**src/include/bkc_pkg.sv**
```systemverilog
// constants, types and carrier structs for the buck control sequencer
// ==========================================================
package bkc_pkg;

    // ==========================================================
    // timing counts, in oscillator periods except OSC_DIV, in ref clocks, and BURST_PERIODS, in switching periods
    localparam int SS_PERIODS    = 2048;  // soft start length
    localparam int PG_DEGLITCH   = 32;    // output-ok persistence
    localparam int BURST_PERIODS = 4;     // periods per skip burst
    localparam int OSC_DIV       = 128;   // ref clocks per oscillator period
    localparam int SS_W          = $clog2(SS_PERIODS);
    localparam int PG_W          = $clog2(PG_DEGLITCH);

    // ==========================================================
    // register map, byte addresses on the wishbone port
    localparam logic [7:0] ADDR_CTRL   = 8'h00;
    localparam logic [7:0] ADDR_STATUS = 8'h04;
    localparam logic [7:0] ADDR_RAMP   = 8'h08;
    localparam int         CTRL_SW_EN  = 0;     // software enable bit
    localparam int         CTRL_NOSKIP = 1;     // force pwm, no skipping
    localparam int         CTRL_W      = 2;
    localparam logic [1:0] CTRL_RESET  = 2'h1;  // enabled, skipping allowed

    // ==========================================================
    // comparator inputs from the analog side, all asynchronous
    typedef struct packed {
        logic en_above_hi;     // turn-on pin above upper threshold
        logic en_below_lo;     // turn-on pin below lower threshold
        logic vin_below_fall;  // input below lockout level
        logic vin_above_rise;  // input above release level
        logic temp_hot;        // junction above cutoff
        logic temp_cool;       // junction below recovery level
        logic fb_ov_hi;        // feedback above guard level
        logic fb_ov_lo;        // feedback below guard release
        logic fb_ok_hi;        // feedback above upper ok fraction
        logic fb_ok_lo;        // feedback below lower ok fraction
        logic fb_ge_top;       // feedback at or above top band edge
        logic fb_gt_mid;       // feedback above middle band edge
        logic fb_gt_bot;       // feedback above bottom band edge
        logic peak_trip;       // inductor current at peak threshold
        logic cur_limit;       // positive switch current limit
        logic skip_in_reg;     // skip comparator: output in regulation
    } bkc_cmp_s;
    localparam int CMP_W = $bits(bkc_cmp_s);

    // foldback bands, fastest first
    typedef enum logic [1:0] {
        BAND_FULL,
        BAND_HALF,
        BAND_QUARTER,
        BAND_EIGHTH
    } bkc_band_e;

    // ==========================================================
    // whole state of the sequencer
    typedef struct packed {
        logic                 en_pin;     // hysteretic enable latch
        logic                 lockout;    // input low lockout
        logic                 cutoff;     // thermal cutoff
        logic                 guard;      // output high guard
        logic                 short_seen; // lowest band was entered
        logic [7:0]           osc_cnt;    // oscillator divider
        logic [2:0]           pre_cnt;    // foldback prescaler
        bkc_band_e            band;       // current foldback band
        logic [SS_W-1:0]      ss_cnt;     // soft start ramp
        logic                 ss_done;    // ramp complete
        logic [2:0]           burst;      // skip burst periods left
        logic                 sw_on;      // switch gate request
        logic                 sw_clk;     // divided switching clock pulse
        logic                 ok;         // output-ok released
        logic [PG_W-1:0]      ok_cnt;     // deglitch counter
        logic [CTRL_W-1:0]    ctrl;       // software control bits
        logic                 ack;        // wishbone acknowledge
        logic [31:0]          dat;        // wishbone read data
    } bkc_state_s;

endpackage

```
**src/verilog/bkc_sync.sv**
```systemverilog
// two-flop synchroniser bank for asynchronous comparator levels
`timescale 1ns/1ns

module bkc_sync #(
    parameter int W = 1  // number of independent levels
) (
    input  wire logic         clk,
    input  wire logic         rst_n,
    input  wire logic [W-1:0] d,
    output logic      [W-1:0] q
);

    // ==========================================================
    // one pair of flops per bit; the first flop feeds only the second
    genvar i;
    generate
        for (i = 0; i < W; i++) begin : g_bit
            logic meta_q;  // metastability catcher

            // resets low; comparators settle during reset
            always_ff @(posedge clk or negedge rst_n) begin
                if (!rst_n) begin
                    meta_q <= 1'b0;
                    q[i]   <= 1'b0;
                end else begin
                    meta_q <= d[i];
                    q[i]   <= meta_q;
                end
            end
        end
    endgenerate

endmodule

```
**src/verilog/bkc_seq.sv**
```systemverilog
// control and sequencing logic of a nonsynchronous step-down regulator
`timescale 1ns/1ns

module bkc_seq
    import bkc_pkg::*;
#(
    parameter int OSC_DIVIDE = OSC_DIV,       // ref clocks per oscillator period
    parameter int SS_LEN     = SS_PERIODS,    // soft start periods
    parameter int BURST_LEN  = BURST_PERIODS  // periods in a skip burst
) (
    input  wire logic        REF_CLK,
    input  wire logic        RST_N,
    input  wire logic        WB_CYC_I,
    input  wire logic        WB_STB_I,
    input  wire logic        WB_WE_I,
    input  wire logic [7:0]  WB_ADR_I,
    input  wire logic [3:0]  WB_SEL_I,
    input  wire logic [31:0] WB_DAT_I,
    output logic      [31:0] WB_DAT_O,
    output logic             WB_ACK_O,
    input  wire bkc_cmp_s    CMP_I,
    output logic             SW_ON,
    output logic             SW_CLK,
    output logic [SS_W-1:0]  SOFT_START_LEVEL,
    output logic             OUTPUT_OK_O,
    output logic             OUTPUT_OK_OE
);

    // ==========================================================
    // comparator synchronisation
    logic [CMP_W-1:0] cmp_raw;   // flattened comparator levels
    logic [CMP_W-1:0] cmp_sync;  // after two flops
    bkc_cmp_s         c;         // synchronised view

    assign cmp_raw = CMP_I;

    bkc_sync #(
        .W (CMP_W)
    ) u_sync (
        .clk   (REF_CLK),
        .rst_n (RST_N),
        .d     (cmp_raw),
        .q     (cmp_sync)
    );

    assign c = bkc_cmp_s'(cmp_sync);

    // ==========================================================
    // state registers
    bkc_state_s s_q;  // registered state
    bkc_state_s s_d;  // next state

    // derived terms, combinational
    logic       osc_tick;    // first ref clock of an oscillator period
    logic       per_start;   // start of a switching period
    logic       run;         // all enable conditions met
    logic       leave_short; // feedback leaving the lowest band
    logic       restart;     // soft start must begin again
    logic       want_on;     // switching demanded this period
    logic       trip;        // peak trip or current limit on-pulse terminator
    logic       ok_change;   // deglitch condition present
    logic [2:0] band_mask;   // prescaler bits that must be zero
    bkc_band_e  band_now;    // band from present comparator levels
    logic       req;         // new wishbone request
    logic [31:0] rd_data;    // read multiplexer

    // ==========================================================
    // band decode from feedback comparators
    always_comb begin
        if (c.fb_ge_top) begin
            band_now = BAND_FULL;
        end else if (c.fb_gt_mid) begin
            band_now = BAND_HALF;
        end else if (c.fb_gt_bot) begin
            band_now = BAND_QUARTER;
        end else begin
            band_now = BAND_EIGHTH;
        end
    end

    // prescaler mask per band; period starts when masked bits are zero
    always_comb begin
        unique case (s_q.band)
            BAND_FULL:    band_mask = 3'h0;
            BAND_HALF:    band_mask = 3'h1;
            BAND_QUARTER: band_mask = 3'h3;
            BAND_EIGHTH:  band_mask = 3'h7;
        endcase
    end

    // ==========================================================
    // shared terms
    always_comb begin
        osc_tick    = (s_q.osc_cnt == 8'h00);
        per_start   = osc_tick && ((s_q.pre_cnt & band_mask) == 3'h0);
        // the flag bit lets software hold the regulator off as well
        run         = s_q.en_pin && !s_q.lockout && !s_q.cutoff
                      && s_q.ctrl[CTRL_SW_EN];
        leave_short = s_q.short_seen && (band_now != BAND_EIGHTH);
        restart     = !run || leave_short;
        // forced pwm or out of regulation or burst still running
        want_on     = s_q.ctrl[CTRL_NOSKIP] || !c.skip_in_reg
                      || (s_q.burst != 3'h0);
        trip        = c.peak_trip || c.cur_limit;
        // counts only while the level disagrees with the flag
        ok_change   = s_q.ok ? c.fb_ok_lo : c.fb_ok_hi;
        req         = WB_CYC_I && WB_STB_I && !s_q.ack;
    end

    // read multiplexer; unmapped addresses read zero
    always_comb begin
        rd_data = 32'h0;
        unique case (WB_ADR_I)
            ADDR_CTRL:   rd_data[CTRL_W-1:0] = s_q.ctrl;
            ADDR_STATUS: rd_data[9:0] = {s_q.band, s_q.ss_done, s_q.ok,
                                          s_q.sw_on, s_q.guard, s_q.cutoff,
                                          s_q.lockout, s_q.en_pin, run};
            ADDR_RAMP:   rd_data[SS_W-1:0] = s_q.ss_cnt;
            default:     rd_data = 32'h0;
        endcase
    end

    // ==========================================================
    // next state
    always_comb begin
        s_d = s_q;

        // oscillator: free running divider of the reference clock
        if (s_q.osc_cnt == 8'(OSC_DIVIDE - 1)) begin
            s_d.osc_cnt = 8'h00;
        end else begin
            s_d.osc_cnt = s_q.osc_cnt + 8'h01;
        end
        if (osc_tick) begin
            s_d.pre_cnt = s_q.pre_cnt + 3'h1;
        end

        // band changes only on a period edge, so no short periods appear
        if (per_start) begin
            s_d.band = band_now;
        end

        // enable pin hysteresis: set above upper, clear below lower
        if (c.en_above_hi) begin
            s_d.en_pin = 1'b1;
        end else if (c.en_below_lo) begin
            s_d.en_pin = 1'b0;
        end

        // input lockout with its own hysteresis
        if (c.vin_below_fall) begin
            s_d.lockout = 1'b1;
        end else if (c.vin_above_rise) begin
            s_d.lockout = 1'b0;
        end

        // thermal cutoff holds until the cool indication
        if (c.temp_hot) begin
            s_d.cutoff = 1'b1;
        end else if (c.temp_cool) begin
            s_d.cutoff = 1'b0;
        end

        // overvoltage guard between its two levels
        if (c.fb_ov_hi) begin
            s_d.guard = 1'b1;
        end else if (c.fb_ov_lo) begin
            s_d.guard = 1'b0;
        end

        // hard short tracking; cleared on leaving the lowest band, which restarts the ramp
        if (band_now == BAND_EIGHTH) begin
            s_d.short_seen = 1'b1;
        end else if (leave_short) begin
            s_d.short_seen = 1'b0;
        end

        // soft start ramp, one step per oscillator period
        if (restart) begin
            s_d.ss_cnt  = '0;
            s_d.ss_done = 1'b0;
        end else if (osc_tick && !s_q.ss_done) begin
            if (s_q.ss_cnt == SS_W'(SS_LEN - 1)) begin
                s_d.ss_done = 1'b1;
            end else begin
                s_d.ss_cnt = s_q.ss_cnt + 1'b1;
            end
        end

        // divided switching clock, one ref cycle per period
        s_d.sw_clk = per_start;

        // skip burst: reload while out of regulation, count down per period
        if (!run) begin
            s_d.burst = 3'h0;
        end else if (per_start) begin
            if (!c.skip_in_reg) begin
                s_d.burst = 3'(BURST_LEN - 1);
            end else if (s_q.burst != 3'h0) begin
                s_d.burst = s_q.burst - 3'h1;
            end
        end

        // switch gate: set only at period start, cleared by any terminator
        if (!run || s_q.guard || trip) begin
            s_d.sw_on = 1'b0;
        end else if (per_start) begin
            s_d.sw_on = want_on;
        end

        // output-ok flag with deglitch in oscillator periods
        if (!run) begin
            s_d.ok     = 1'b0;
            s_d.ok_cnt = '0;
        end else if (!ok_change) begin
            s_d.ok_cnt = '0;
        end else if (osc_tick) begin
            if (s_q.ok_cnt == PG_W'(PG_DEGLITCH - 1)) begin
                s_d.ok     = !s_q.ok;
                s_d.ok_cnt = '0;
            end else begin
                s_d.ok_cnt = s_q.ok_cnt + 1'b1;
            end
        end

        // wishbone slave: ack one cycle after the request, then drop;
        // a write lands only at the edge where the master sees ack high
        s_d.ack = req;
        s_d.dat = req ? rd_data : 32'h0;
        if (WB_CYC_I && WB_STB_I && s_q.ack && WB_WE_I && (WB_ADR_I == ADDR_CTRL) && WB_SEL_I[0]) begin
            s_d.ctrl = WB_DAT_I[CTRL_W-1:0];
        end
    end

    // ==========================================================
    // state register; a reset starts in lockout with everything off except the software enable bit
    always_ff @(posedge REF_CLK or negedge RST_N) begin
        if (!RST_N) begin
            s_q            <= '0;
            s_q.lockout    <= 1'b1;
            s_q.band       <= BAND_FULL;
            s_q.ctrl       <= CTRL_RESET;
        end else begin
            s_q <= s_d;
        end
    end

    // ==========================================================
    // outputs straight from the state register, except the output-ok level, a constant low, and its enable, the inverted ok flag
    assign SW_ON            = s_q.sw_on;
    assign SW_CLK           = s_q.sw_clk;
    assign SOFT_START_LEVEL = s_q.ss_cnt;
    assign WB_ACK_O         = s_q.ack;
    assign WB_DAT_O         = s_q.dat;
    // open drain: only ever pulls low, enable high while pulling
    assign OUTPUT_OK_O      = 1'b0;
    assign OUTPUT_OK_OE     = !s_q.ok;

endmodule

```
**config.mk**
```make
export PLATFORM = sky130hd
export DESIGN_NAME = bkc_seq
export DESIGN_NICKNAME = d
export VERILOG_FILES = /design/src/include/bkc_pkg.sv /design/src/verilog/bkc_sync.sv /design/src/verilog/bkc_seq.sv
export SDC_FILE = /design/constraint.sdc
export NUM_CORES = 1
export LEC_CHECK = 0
export BUFFER_PORTS_ARGS = -buffer_cell sky130_fd_sc_hd__buf_4
export CELL_PAD_IN_SITES_DETAIL_PLACEMENT = 1
export CELL_PAD_IN_SITES_GLOBAL_PLACEMENT = 2
export CORE_MARGIN = 2
export CORE_UTILIZATION = 35
export DETAILED_ROUTE_END_ITERATION = 16
export GPL_TIMING_DRIVEN = 0
export PLACE_DENSITY = 0.89
export SYNTH_ARGS = -nofsm -noshare
export SYNTH_HDL_FRONTEND = slang
export SYNTH_SLANG_ARGS = --single-unit
```
**constraint.sdc**
```tcl
create_clock -name REF_CLK -period 7.3 [get_ports REF_CLK]
set_input_delay 1.46 -clock REF_CLK [delete_from_list [all_inputs] [get_ports REF_CLK]]
set_output_delay 1.46 -clock REF_CLK [all_outputs]
set_load 0.01 [all_outputs]
```
==> summary.md <==
| Metric | Value |
|---|---|
| Critical Path AT | `2.87 ns` |
| Setup WS pre-CTS | `3.788 ns` |
| Die width | `108.4 um` |
| Peak per-stage delay on the critical path | `0.81 ns` |
| Fin Clk Skew | `0.01556 ns` |
| Die Y-Extent | `108.4 um` |
| Setup WS post-layout | `4.683 ns` |
| Hold Path Depth | `0` |
| Startpoint type of the worst setup path | `flip-flop` |
| Row Count | `38` |
| Outcome | `finished, final reports clean` |
| Buffers on Ports | `57` |
| Lkg Pwr | `0.002210 uW` |
| Vias | `2690` |
| Syn Inst Count | `333` |
| CP top delay family | `compound AO/OA/AOI/OAI gates` |
| RSZ-0062 raised after global routing | `false` |
| Reg2Reg Setup Slack | `4.68 ns` |
| RR Startpoint | `s_q[63]` |
| Slew of the pin with the lowest slew margin | `1.077 ns` |
| Fill count | `1232` |
| Fin cells | `567` |
| CP max FO | `9` |
| Ys Warns | `0` |
| Worst r2r path cells | `6` |
| CP Depth | `6` |
| Sequential power share | `55.9%` |
| DR WL/cell | `14.08 um` |
| DIE AREA | `11750 um2` |
| DR pass1 iterations | `4` |
| Reg-to-Reg End | `s_q[59]` |
| First-pass GRT wire length | `13.23 mm` |
| DRC viols | `0` |
| Gr busiest metal | `met2` |
| Hold WC Path Type | `flip-flop to flip-flop` |
| Hold path start | `u_sync.g_bit[14].meta_q` |
| Core box area | `10750 um2` |
| Area contributors post-synth | `dfrtp_1 56%, buf_4 8.7%, ha_1 2.6%` |
| Met3 Use GR | `2.471%` |
| Met1 global-route usage | `18.57%` |
| Root Buffer | `clkbuf_8` |
| Worst Setup End Kind | `flip-flop` |
| Antenna-violating nets left | `0` |
| Tmin final | `2.617 ns` |
| Net Sw Power | `213.0 uW` |
| Headroom to the max-slew limit | `28.19%` |
| Initial Utilization | `35.50%` |
| Nets | `495` |
| Max cap viols | `0` |
| Fin. max-slew vios | `0` |
| 1st-iter DRT viols | `78` |
| Ys flop type | `dfrtp_1` |
| PD cells | `189.0 nW/um2` |
| GR Overflow Total | `0` |
| Comb power frac | `5.0%` |
| Fmax | `0.3821 GHz` |
| CTS tree | `yes` |
| #FFs+latches synth | `87` |
| Area occupied by multi-input gates | `1290 um2` |
| Syn_area_per_cell | `11.46 um2` |
| Io pins | `113` |
| Clock network fraction of design power | `39.1%` |
| Largest net degree at the start of global routing | `88` |
| Vias in the first global route | `2759` |
| Antenna diode count | `0` |
| Post-CTS sizing | `0` |
| Sequential share of the synthesized area | `57.13%` |
| DP Cell Count | `551` |
| Int Pwr | `676.5 uW` |
| Synthesized cell area | `3815 um2` |
| Final Setup Violations | `0` |
| Area share of the largest cell type after synthesis | `55.76%` |
| Initial antenna violation count | `0` |
| TritonCTS buffer count | `9` |
| Drt total wl | `7.984 mm` |
| Post-synth EDFFs | `0` |
| Hold Path Sink | `u_sync.q[14]` |
| Clock transition at path regs | `0.10 ns` |
| Post-CTS Setup Bufs | `0` |
| H-tree levels | `3` |
| Vias per inst | `4.744` |
| Final setup TNS | `0 ns` |
| Hold Buf Count CTS | `0` |
| Crit-path cells | `inv_1 -> ha_1 -> or4b_1 -> buf_2 -> a2111oi_2 -> mux2_2` |
| Max rail drop VDD | `0.08170 mV` |
| Hold Vio Cnt, Final | `0` |
| Part of the cycle the worst path needs | `35.85%` |
| CP required | `7.56 ns` |
| Gpl congestion | `0.8043` |
| Dominant cell type by area after synthesis | `dfrtp_1` |
| Hpwl dp | `5.882 mm` |
| CTS Buffer Depth | `2` |
| Sink Count | `87` |
| Cell at the slowest stage of the critical path | `a2111oi_2` |
| Net Sw Frac | `23.94%` |
| Overall Global Routing Usage | `14.63%` |
| Area grow syn2layout | `23.38%` |
| Share of layout cells above drive strength 1 | `32.55%` |
| Ys async rst share | `100.0%` |
| Sequential Area | `2180 um2` |
| Crit path buf inv count | `2` |
| WS Path Type | `flip-flop to flip-flop` |
| Worst-Skew Late Latency | `0.37 ns` |
| GRT met2 Usage | `24.02%` |
| Synth unique cells | `56` |
==> cell usage in the layout (no fill, tap or decap), types with 6 or more instances in the layout <==
cell / netlist / routed
a22oi_1: 8 / 8
nand3_1: 10 / 10
inv_1: 15 / 15
ha_1: 8 / 8
a21oi_1: 19 / 19
conb_1: 1 / 22
dfrtp_1: 85 / 85
nor2_1: 22 / 22
and3_1: 6 / 6
clkbuf_8: 2 / 11
buf_4: 44 / 101
nand2_1: 12 / 12
o21ai_0: 9 / 9
==> layout make-up <==
type | count | share of cell area [%]
buffer | 50 | 7.948
clock inverter | 7 | 1.701
timing repair buffer | 57 | 9.091
multi-input combinational | 202 | 27.41
sequential | 87 | 46.31
tap | 140 | 3.721
clock buffer | 9 | 2.632
inverter | 15 | 1.196
==> layer usage <==
metal  vias up  share of wire [%]
met5         -                  0
met4         0                2.0
met3        14                4.1
met2        55                 50
met1      1321                 44
li1       1300                  -
==> worst max path at each step <==
stage | slack, ns | startpoint | endpoint
after floorplan | 4.39 | WB_ADR_I[5] | WB_DAT_O[2]
after global placement | 3.78 | WB_ADR_I[5] | WB_DAT_O[8]
after detailed placement | 3.79 | WB_ADR_I[5] | WB_DAT_O[3]
after CTS | 4.17 | WB_ADR_I[5] | WB_DAT_O[3]
after global routing | 4.49 | WB_ADR_I[5] | WB_DAT_O[5]
final | 4.68 | s_q[63] | s_q[59]
==> logic make-up (layout without fill, tap and decap cells) <==
kind of cell	count (synthesis)	in the layout	share of synthesized area [%]
other cells	1	22	0.09830
mux	7	7	2.001
fa+ha+maj	8	8	2.624
flops	87	87	57.13
compound gates	59	59	10.07
buf+inv	65	138	11.28
xor+xnor	7	7	1.607
simple gates	99	99	15.19
==> worst reg2reg max path, cell delays in order, from the launching register on <==
cell and delay (ns):
dfrtp_1 0.42, inv_1 0.09, ha_1 0.17, or4b_1 0.44, buf_2 0.18, a2111oi_2 0.81, mux2_2 0.41
==> power groups by stage <==
stage               logic, uW  clock network (uW)  registers (uW)
finish                   44.3                 348             498
global route             50.2                 378             499
CTS                      44.8                 357             498
detailed placement       44.7                   0             507
global placement         43.9                   0             507
floorplan                19.5                   0             506
==> Yosys cell counts, types with 3 or more instances <==
library cell and count:
or3_1 4, nand3_1 10, o21ai_0 9, a22oi_1 8, nand2_1 12, a21o_1 4
nor4b_1 3, nand3b_1 3, inv_1 15, dfrtp_1 85, nor2_1 22, a21oi_1 19
nor3_1 5, buf_4 44, mux2_2 5, o31ai_1 4, nand4_1 5, xnor2_1 5
and2_1 3, ha_1 8, and3_1 6, or4_1 5, clkbuf_1 3
==> stage by stage <==
stage	hold slack [ns]	utilization (%)	cell area, um2	power [uW]
2_1_floorplan	0.3312	-	3894	525.2
3_3_place_gp	0.3321	41.85	4497	550.8
3_5_place_dp	0.3363	41.85	4497	552.2
4_1_cts	0.3509	43.75	4701	899.8
5_1_grt	0.3624	43.81	4707	927.3
6_report	0.3428	43.81	4707	889.5
==> sequential cells by signal, indices dropped and copies added, names as in the netlist <==
name / count
u_sync.q: 16
SW_ON: 1
SW_CLK: 1
WB_DAT_O: 11
s_q: 30
WB_ACK_O: 1
SOFT_START_LEVEL: 11
u_sync.g_bit.meta_q: 16
No activity file was read; power rests on OpenSTA's default activity.
